## config.mk

```make
export PLATFORM = sky130hd
export DESIGN_NAME = fp_estimate_round_select
export DESIGN_NICKNAME = d
export VERILOG_FILES = /design/src/fp_est_pkg.sv /design/src/fp_estimate_round_select.sv
export SDC_FILE = /design/constraint.sdc
export NUM_CORES = 2
export LEC_CHECK = 0
export ABC_AREA = 0
export BUFFER_PORTS_ARGS = -buffer_cell sky130_fd_sc_hd__buf_2
export CORE_UTILIZATION = 40
export CTS_CLUSTER_DIAMETER = 30
export DETAILED_ROUTE_END_ITERATION = 16
export PLACE_DENSITY_LB_ADDON = 0.08
export SKIP_CTS_REPAIR_TIMING = 1
export SLEW_MARGIN = 10
export SYNTH_ARGS = -nofsm -noshare
export SYNTH_HDL_FRONTEND = slang
export SYNTH_SLANG_ARGS = --single-unit
```

## constraint.sdc

```tcl
create_clock -name clk -period 12 [get_ports clk]
set_clock_uncertainty 0.1 [all_clocks]
set_input_delay 0.6 -clock clk [delete_from_list [all_inputs] [get_ports clk]]
set_output_delay 0.6 -clock clk [all_outputs]
set_load 0.1 [all_outputs]
```

## src/fp_est_pkg.sv

```systemverilog
// Constants, field positions and carrier types for the estimate, round and select datapath.
// Assumes the status register is kept here with bit 0 as its least significant bit.
package fp_est_pkg;
    // Operation decode: primary opcodes and extended opcode values.
    localparam logic [5:0] OP_SINGLE = 6'h3b;
    localparam logic [5:0] OP_DOUBLE = 6'h3f;
    localparam logic [4:0] XO_RECIP_EST = 5'h18;
    localparam logic [4:0] XO_RSQRT_EST = 5'h1a;
    localparam logic [4:0] XO_SELECT = 5'h17;
    localparam logic [9:0] XO_ROUND_SINGLE = 10'h00c;

    // Status register field positions, counted from the least significant bit.
    localparam int POS_EXC_SUMMARY = 31;
    localparam int POS_EN_SUMMARY = 30;
    localparam int POS_INV_SUMMARY = 29;
    localparam int POS_OVERFLOW = 28;
    localparam int POS_UNDERFLOW = 27;
    localparam int POS_DIV0 = 26;
    localparam int POS_INEXACT = 25;
    localparam int POS_SNAN_INV = 24;
    localparam int POS_INV_LO = 19;
    localparam int POS_ROUNDED_UP = 18;
    localparam int POS_INEXACT_RES = 17;
    localparam int POS_CLASS_LO = 12;
    localparam int POS_INV_HI_LO = 8;
    localparam int POS_ROOT_INV = 9;
    localparam int POS_INV_TRAP = 7;
    localparam int POS_OVF_TRAP = 6;
    localparam int POS_UNF_TRAP = 5;
    localparam int POS_DIV0_TRAP = 4;
    localparam int POS_INEXACT_TRAP = 3;
    localparam int POS_ROUND_LO = 0;
    localparam logic [31:0] STATUS_RESET = 32'h0000_0000;

    // Rounding control encodings.
    localparam logic [1:0] RND_NEAREST = 2'h0;
    localparam logic [1:0] RND_ZERO = 2'h1;
    localparam logic [1:0] RND_POS = 2'h2;
    localparam logic [1:0] RND_NEG = 2'h3;

    // Result class codes.
    localparam logic [4:0] CLS_QNAN = 5'h11;
    localparam logic [4:0] CLS_NEG_INF = 5'h09;
    localparam logic [4:0] CLS_NEG_NORM = 5'h08;
    localparam logic [4:0] CLS_NEG_DENORM = 5'h18;
    localparam logic [4:0] CLS_NEG_ZERO = 5'h12;
    localparam logic [4:0] CLS_POS_ZERO = 5'h02;
    localparam logic [4:0] CLS_POS_DENORM = 5'h14;
    localparam logic [4:0] CLS_POS_NORM = 5'h04;
    localparam logic [4:0] CLS_POS_INF = 5'h05;

    // Format constants.
    localparam logic [63:0] DEFAULT_QNAN = 64'h7ff8_0000_0000_0000;
    localparam logic [10:0] EXP_ONES = 11'h7ff;
    localparam logic signed [12:0] EXP_BIAS = 13'sh03ff;
    localparam logic signed [12:0] SGL_EXP_MAX = 13'sh007f;
    localparam logic signed [12:0] SGL_EXP_MIN = -13'sh007e;

    // Reciprocal root seed: index {exponent parity, four fraction bits}, value 2r-1 in 256ths.
    localparam logic [7:0] RSQRT_SEED [32] = '{
        8'hf8, 8'hea, 8'hdc, 8'hd0, 8'hc4, 8'hba, 8'hb0, 8'ha6,
        8'h9e, 8'h96, 8'h8e, 8'h87, 8'h80, 8'h79, 8'h73, 8'h6d,
        8'h65, 8'h5a, 8'h51, 8'h48, 8'h40, 8'h38, 8'h31, 8'h2b,
        8'h25, 8'h1f, 8'h19, 8'h14, 8'h0f, 8'h0b, 8'h06, 8'h02};

    typedef struct packed {
        logic valid;
        logic [5:0] primary;
        logic [9:0] extended;
        logic record_bit;
        logic [4:0] target;
        logic [63:0] float_source_a;
        logic [63:0] float_source_b;
        logic [63:0] float_source_c;
    } issue_t;

    typedef struct packed {
        logic valid;
        logic write;
        logic [4:0] target;
        logic [63:0] data;
        logic cond_valid;
        logic [3:0] cond_field_one;
    } result_t;

    typedef struct packed {
        result_t res;
        logic [31:0] status;
    } state_t;
endpackage

```

## src/fp_estimate_round_select.sv

```systemverilog
// Estimate, round-to-single and select datapath with its own status and control register.
// Assumes issue logic presents operands already read from the register file, one per cycle.
`timescale 1ns/100ps

// Contract
// - Reciprocal estimate writes single-precision 1/B within one part in 256.
// - Reciprocal root estimate writes 1/sqrt(B) within one part in 32.
// - Zero into reciprocal gives signed infinity, divide-by-zero; no write if trapped.
// - Signaling NaN into reciprocal flags invalid, gives quiet NaN; no write if trapped.
// - Estimates update result class, skipped on trapped invalid or trapped divide.
// - Reciprocal updates overflow, underflow, divide, signaling invalid and summary bits.
// - Root estimate updates divide, signaling invalid, negative root invalid, summary.
// - Round-to-single rounds B to single using the rounding control field.
// - Round-to-single updates class, rounding indicators, sticky and summary bits.
// - Round-to-single sets class unless invalid occurs with invalid trap enabled.
// - Select copies C when A is greater than or equal to zero.
// - Select copies B when A is negative or any NaN.
// - Select treats both zeros as equal, so either zero picks C.
// - Record bit copies three summary bits and overflow into field one; select changes no status.
// - Estimate bit patterns may vary; only the error bound is promised.
module fp_estimate_round_select (
    // Clock and reset.
    input wire logic clk,
    input wire logic rst_n,
    // Instruction issue.
    input wire fp_est_pkg::issue_t issue,
    // Software load of the status register.
    input wire logic status_load,
    input wire logic [31:0] status_load_value,
    // Completion towards the register file and condition register.
    output fp_est_pkg::result_t result,
    // Status register contents.
    output logic [31:0] float_status_control_reg
);
    import fp_est_pkg::*;

    state_t state;
    state_t next_state;

    // Classifies a double-format value into the five-bit result class code.
    function automatic logic [4:0] classify(input logic [63:0] v);
        logic s;
        logic [10:0] e;
        logic fz;
        s = v[63];
        e = v[62:52];
        fz = (v[51:0] == 52'h0);
        if (e == EXP_ONES) begin
            classify = !fz ? CLS_QNAN : (s ? CLS_NEG_INF : CLS_POS_INF);
        end else if (e == 11'h000) begin
            classify = fz ? (s ? CLS_NEG_ZERO : CLS_POS_ZERO)
                          : (s ? CLS_NEG_DENORM : CLS_POS_DENORM);
        end else begin
            classify = s ? CLS_NEG_NORM : CLS_POS_NORM;
        end
    endfunction

    // Operand B fields shared by the three arithmetic operations.
    logic b_sign;
    logic [10:0] b_exp;
    logic [51:0] b_frac;
    logic b_nan;
    logic b_snan;
    logic b_inf;
    logic b_zero;
    logic signed [12:0] b_unb;
    logic [63:0] b_quiet;
    assign b_sign = issue.float_source_b[63];
    assign b_exp = issue.float_source_b[62:52];
    assign b_frac = issue.float_source_b[51:0];
    assign b_nan = (b_exp == EXP_ONES) && (b_frac != 52'h0);
    assign b_snan = b_nan && !b_frac[51];
    assign b_inf = (b_exp == EXP_ONES) && (b_frac == 52'h0);
    assign b_zero = (b_exp == 11'h000) && (b_frac == 52'h0);
    assign b_unb = $signed({2'h0, b_exp}) - EXP_BIAS;
    assign b_quiet = {b_sign, EXP_ONES, 1'b1, b_frac[50:29], 29'h0};

    // Reciprocal: a 24-bit quotient, truncated, is far inside the 1/256 bound.
    logic [47:0] rcp_quot;
    logic rcp_exact;
    logic signed [12:0] rcp_unb;
    assign rcp_quot = 48'h8000_0000_0000 / {24'h0, 1'b1, b_frac[51:29]};
    assign rcp_exact = rcp_quot[24];
    assign rcp_unb = rcp_exact ? -b_unb : -b_unb - 13'sh0001;

    // Root estimate: odd exponents fold into the seed index so the halving is exact.
    logic signed [12:0] rsq_even;
    logic signed [12:0] rsq_unb;
    logic [7:0] rsq_seed;
    assign rsq_even = b_unb - {12'h000, b_unb[0]};
    assign rsq_unb = -(rsq_even >>> 1) - 13'sh0001;
    assign rsq_seed = RSQRT_SEED[{b_unb[0], b_frac[51:48]}];

    // Round-to-single: 24 kept bits, one guard bit and a sticky of the rest.
    logic [1:0] rnd_mode;
    logic rnd_guard;
    logic rnd_sticky;
    logic rnd_incr;
    logic [24:0] rnd_sum;
    logic signed [12:0] rnd_unb;
    logic rnd_tiny;
    logic rnd_ovf;
    // A load in the same cycle sets the mode, just as it sets the trap enables.
    assign rnd_mode = status_load ? status_load_value[POS_ROUND_LO +: 2]
                                  : state.status[POS_ROUND_LO +: 2];
    assign rnd_guard = b_frac[28];
    assign rnd_sticky = (b_frac[27:0] != 28'h0);
    assign rnd_sum = {2'h1, b_frac[51:29]} + {24'h0, rnd_incr};
    assign rnd_unb = rnd_sum[24] ? b_unb + 13'sh0001 : b_unb;
    assign rnd_tiny = (b_unb < SGL_EXP_MIN);
    assign rnd_ovf = (rnd_unb > SGL_EXP_MAX);

    // Rounding increment for each mode of the rounding control field.
    always_comb begin
        case (rnd_mode)
            RND_NEAREST: rnd_incr = rnd_guard && (rnd_sticky || b_frac[29]);
            RND_ZERO: rnd_incr = 1'b0;
            RND_POS: rnd_incr = !b_sign && (rnd_guard || rnd_sticky);
            RND_NEG: rnd_incr = b_sign && (rnd_guard || rnd_sticky);
            default: rnd_incr = 1'b0;
        endcase
    end

    // Operation decode from the primary and extended opcode fields.
    logic do_rcp;
    logic do_rsq;
    logic do_sel;
    logic do_rsp;
    assign do_rcp = issue.valid && issue.primary == OP_SINGLE
                    && issue.extended[4:0] == XO_RECIP_EST;
    assign do_rsq = issue.valid && issue.primary == OP_DOUBLE
                    && issue.extended[4:0] == XO_RSQRT_EST;
    assign do_sel = issue.valid && issue.primary == OP_DOUBLE
                    && issue.extended[4:0] == XO_SELECT;
    assign do_rsp = issue.valid && issue.primary == OP_DOUBLE
                    && issue.extended == XO_ROUND_SINGLE;

    // Select: a NaN or a negative nonzero operand takes B, both zeros take C.
    logic a_nan;
    logic a_zero;
    logic a_ge_zero;
    assign a_nan = (issue.float_source_a[62:52] == EXP_ONES)
                   && (issue.float_source_a[51:0] != 52'h0);
    assign a_zero = (issue.float_source_a[62:0] == 63'h0);
    assign a_ge_zero = !a_nan && (!issue.float_source_a[63] || a_zero);

    // Datapath: one result per decoded operation, and one set of status updates for each except select.
    logic [63:0] value;
    logic set_ovf;
    logic set_unf;
    logic set_div0;
    logic set_inx;
    logic set_snan;
    logic set_root;
    logic ind_up;
    logic ind_inx;
    logic [31:0] base;
    logic [31:0] upd;
    logic [31:0] raised;
    logic inv_trap;
    logic div0_trap;
    logic suppress;
    always_comb begin
        next_state = state;
        value = 64'h0;
        {set_ovf, set_unf, set_div0, set_inx, set_snan, set_root} = 6'h00;
        ind_up = 1'b0;
        ind_inx = 1'b0;
        base = status_load ? status_load_value : state.status;
        upd = base;
        raised = 32'h0;
        inv_trap = base[POS_INV_TRAP];
        div0_trap = base[POS_DIV0_TRAP];
        suppress = 1'b0;
        if (do_rcp) begin
            if (b_nan) begin
                value = b_quiet;
                set_snan = b_snan;
            end else if (b_zero) begin
                value = {b_sign, EXP_ONES, 52'h0};
                set_div0 = 1'b1;
            end else if (b_inf) begin
                value = {b_sign, 63'h0};
            end else if (rcp_unb > SGL_EXP_MAX) begin
                value = {b_sign, EXP_ONES, 52'h0};
                set_ovf = 1'b1;
            end else if (rcp_unb < SGL_EXP_MIN) begin
                value = {b_sign, 63'h0};
                set_unf = 1'b1;
            end else begin
                value = {b_sign, rcp_unb[10:0] + EXP_BIAS[10:0],
                         rcp_exact ? 23'h0 : rcp_quot[22:0], 29'h0};
            end
        end else if (do_rsq) begin
            if (b_nan) begin
                value = {b_sign, EXP_ONES, 1'b1, b_frac[50:0]};
                set_snan = b_snan;
            end else if (b_zero) begin
                value = {b_sign, EXP_ONES, 52'h0};
                set_div0 = 1'b1;
            end else if (b_sign) begin
                value = DEFAULT_QNAN;
                set_root = 1'b1;
            end else if (b_inf) begin
                value = 64'h0;
            end else begin
                value = {1'b0, rsq_unb[10:0] + EXP_BIAS[10:0], rsq_seed, 44'h0};
            end
        end else if (do_rsp) begin
            if (b_nan) begin
                value = b_quiet;
                set_snan = b_snan;
            end else if (b_inf || b_zero) begin
                value = issue.float_source_b;
            end else if (rnd_tiny) begin
                value = {b_sign, 63'h0};
                set_unf = 1'b1;
                set_inx = 1'b1;
                ind_inx = 1'b1;
            end else if (rnd_ovf) begin
                set_ovf = 1'b1;
                set_inx = 1'b1;
                ind_inx = 1'b1;
                if (rnd_mode == RND_NEAREST || (rnd_mode == RND_POS && !b_sign)
                        || (rnd_mode == RND_NEG && b_sign)) begin
                    value = {b_sign, EXP_ONES, 52'h0};
                    ind_up = 1'b1;
                end else begin
                    value = {b_sign, SGL_EXP_MAX[10:0] + EXP_BIAS[10:0], 23'h7fffff, 29'h0};
                end
            end else begin
                value = {b_sign, rnd_unb[10:0] + EXP_BIAS[10:0], rnd_sum[22:0], 29'h0};
                ind_up = rnd_incr;
                ind_inx = rnd_guard || rnd_sticky;
                set_inx = ind_inx;
            end
        end else if (do_sel) begin
            value = a_ge_zero ? issue.float_source_c : issue.float_source_b;
        end
        // Trapped invalid or divide-by-zero leaves the target and class untouched.
        suppress = ((set_snan || set_root) && inv_trap)
                   || (set_div0 && div0_trap);
        if (do_rcp || do_rsq || do_rsp) begin
            // Sticky bits: each is only ever set here, so a set always survives a load.
            raised[POS_OVERFLOW] = set_ovf;
            raised[POS_UNDERFLOW] = set_unf;
            raised[POS_DIV0] = set_div0;
            raised[POS_INEXACT] = set_inx;
            raised[POS_SNAN_INV] = set_snan;
            raised[POS_ROOT_INV] = set_root;
            upd = base | raised;
            upd[POS_EXC_SUMMARY] = base[POS_EXC_SUMMARY] || ((raised & ~base) != 32'h0);
            // Rounding indicators: the estimates leave them zero, one of the undefined choices.
            upd[POS_ROUNDED_UP] = ind_up;
            upd[POS_INEXACT_RES] = ind_inx;
            if (!suppress) begin
                upd[POS_CLASS_LO +: 5] = classify(value);
            end
        end
        // The invalid and enabled summary bits are recomputed from the sticky bits and their trap enables.
        upd[POS_INV_SUMMARY] = upd[POS_SNAN_INV] || (upd[POS_INV_LO +: 5] != 5'h00)
                               || (upd[POS_INV_HI_LO +: 3] != 3'h0);
        upd[POS_EN_SUMMARY] = (upd[POS_INV_SUMMARY] && upd[POS_INV_TRAP])
                              || (upd[POS_OVERFLOW] && upd[POS_OVF_TRAP])
                              || (upd[POS_UNDERFLOW] && upd[POS_UNF_TRAP])
                              || (upd[POS_DIV0] && upd[POS_DIV0_TRAP])
                              || (upd[POS_INEXACT] && upd[POS_INEXACT_TRAP]);
        next_state.status = upd;
        next_state.res.valid = do_rcp || do_rsq || do_rsp || do_sel;
        next_state.res.write = next_state.res.valid && !suppress;
        next_state.res.target = issue.target;
        next_state.res.data = value;
        next_state.res.cond_valid = next_state.res.valid && issue.record_bit;
        next_state.res.cond_field_one = {upd[POS_EXC_SUMMARY], upd[POS_EN_SUMMARY],
                                         upd[POS_INV_SUMMARY], upd[POS_OVERFLOW]};
    end

    // State register; the status word holds its state across idle cycles.
    always_ff @(posedge clk or negedge rst_n) begin
        if (!rst_n) begin
            state <= '{res: '0, status: STATUS_RESET};
        end else begin
            state <= next_state;
        end
    end

    assign result = state.res;
    assign float_status_control_reg = state.status;
endmodule // fp_estimate_round_select

```

==> results.toml <==
[critical_path]
critical_path.endpoint = "float_status_control_reg[15]"
crit_slowest_cell = "or4_4"
crit_required_ps = 12180
cp-end-kind = "flop"
setup.worst_path.start_class = "input pin"
ff2ff_path_depth = 43
r2r_start = "float_status_control_reg[1]"
regToRegSetupSlack_ps = 120
cp.arrival_ps = 91270
path_max_fanout = 17
worstSetupPathType = "in2reg"
startpoint = "issue[99]"
max_stage_delay_ps = 460
cpMostUsedCell = "a21o_1"
worstReg2RegEnd = "float_status_control_reg[15]"

[clock_network]
cts_max_level = 3
clockBufferDepth = 2
cts_sinks = 104
clk_pin_slew_ps = 90
clock_latency_ps = 400
cts_inserted_buffers = 9
clockRootBuffer = "clkbuf_16"
tritoncts = "built"

[detailed_routing]
ant_nets = 0
viasPerCell = 5.711
dr.pass1.iters = 9
drt_iter0_markers = 6129
wire_per_inst_um = 19.53
vias = 74080
drcViolationCount = 0
drt-total-wl_um = 253300

[logic_synthesis]
ys_warn_count = 0
avgSynthCellArea_um2 = 6.705
synth_seq_cells = 104
netlist_area_um2 = 52910
syn-instance-count = 7892
seq_area_frac_synth_pct = 4.919
synthArstFlopShare_pct = 100.0
synth_flop_cell = "dfrtp_1"
synth_cell_type_count = 134
synth_edf_count = 0

[run]
cap_violations = 0

[timing]
rsz0062_at_grt = "true"
worst_slack_ps = -79100
period_minus_slack_ps = 91100
maxSlewViolCount = 0
tightest_slew_ps = 1044
finalSetupViolCount = 24
finalHoldViolCount = 0
slew_headroom_pct = 30.18
finalCritPeriodShare_pct = 759.1
timing.fmax_mhz = 10.98

[final_layout]
area_growth_pct = 56.97
fin_util_pct = 63.26
largest_register_ffs = 73
final_area_um2 = 83050
drive_gt1_share_pct = 38.70
regArea_um2 = 2603
n_fill_cell = 12310
final_nets = 12000
multi_input_area_um2 = 49960

[floorplan]
io_pins = 358
die_area_um2 = 133700
fp.dieH_um = 365.7
rows = 133
die_x_um = 365.7
initial_utilization_pct = 40.30
core_um2 = 131300

[placement]
portBuffers = 355
placed_area_um2 = 79830
dp_slack_ps = -81370
hpwlAfterDp_um = 205800
globalplace.congestion = 1.023

[global_route]
grt_pass1_wl_um = 387100
antenna_found_initial = 9
grt_pass1_vias = 70820
grt_max_degree = 55
overflow = 0
track_usage_pct = 35.55

[run_status]
status = "complete, but fails checks"
violations = "setup timing"

[worst_hold_path]
min-delay-path-class = "in2async"
[per-stage QoR]
stage	std cells	hold slack [ps]	setup TNS, ps
after global placement	12780	386.8	-1108120
after CTS	12790	143.0	-1143730
after floorplan	7901	204.4	-1210790
after global routing	12970	187.1	-1182970
final	12970	126.6	-1102780
after detailed placement	12780	400.9	-1145480
[final cells by class]
cell class                      count  share of cell area, %
Tap cell                         1755                  2.644
Clock inverter                      7                 0.1100
Timing Repair Buffer             3611                  31.93
Multi-Input combinational cell   7104                  60.16
Inverter                          378                  1.745
Clock buffer                        9                 0.2712
Sequential cell                   104                  3.133
Antenna cell                        4                0.01205
[synth_stat cells, types with 70 or more instances]
cell type  number  area (um2)
nor4_1        103       644.4
a22oi_1        70       525.5
xor2_1        166        1454
nor2b_1        72       450.4
dfrtp_1       104        2603
a21oi_1       857        4289
mux2_2         79       889.6
and2_1         76       475.5
nor3_1        205        1026
and3_1         78       488.0
o31ai_1        77       578.1
clkbuf_1      209       784.5
xnor2_1       423        3705
nand3_1       291        1456
ha_1          544        6807
o21ai_0       548        2743
nor2_1        783        2939
a21o_1        385        2890
nand2b_1      225        1408
o21a_1         78       585.6
nand2_1       608        2282
inv_1         376        1411
nand4_1       149       932.1
a31oi_1       105       656.9
mux2i_1       101        1011
[critical path, delay by kind of cell]
kind	cells	cell delay, ps
mux	10	2070
simple gates	138	18820
compound gates	393	58950
buf+inv	25	3500
fa+ha+maj	24	6950
xor+xnor	1	210
[how the worst min path moves through the flow]
stage / from / endpoint / slack, ps
3_3_place_gp: flop / flop / 390
2_1_floorplan: rst_n / asynchronous set/reset pin / 200
3_5_place_dp: flop / flop / 400
4_1_cts: rst_n / float_status_control_reg[8] / 140
5_1_grt: rst_n / float_status_control_reg[22] / 190
6_report: rst_n / float_status_control_reg[8] / 130
[routing by layer]
layer  share of wire [%]  wire [um]  track usage, %
met4                 5.0      12720           14.84
met5               0.018         45               0
met3                 6.2      15680           3.712
met2                  46     116200           60.13
met1                  43     108700           45.67
[placed cells by master (no fill, tap or decap), types with 98 or more instances in the layout]
cell type and instances:
buf_4 3217, a21oi_1 753, nor2_1 751, nand2_1 581
ha_1 525, xnor2_1 422, o21ai_0 407, a21o_1 385
inv_1 359, buf_2 353, nand3_1 278, nand2b_1 216
nor3_1 193, xor2_1 166, nand4_1 149, dfrtp_1 104
a31oi_1 99, nor4_1 99, mux2i_1 98
[logic make-up (layout without fill, tap and decap cells)]
| kind of cell | after synthesis | count (layout) | share of synthesized area (%) |
|---|---|---|---|
| DFF | 104 | 104 | 4.919 |
| adders and majority gates | 544 | 544 | 12.86 |
| buffers and inverters | 695 | 4005 | 5.261 |
| muxes | 186 | 186 | 3.776 |
| and+or+nand+nor | 2951 | 2952 | 28.40 |
| AOI/OAI and AO/OA | 2817 | 2818 | 34.80 |
| xor gates and xnor gates | 594 | 594 | 9.967 |
| other | 1 | 14 | 0.007087 |
Power is left out: the tool's default activity adds up to more than one toggle a clock period on the data nets, which glitch-free logic cannot reach.
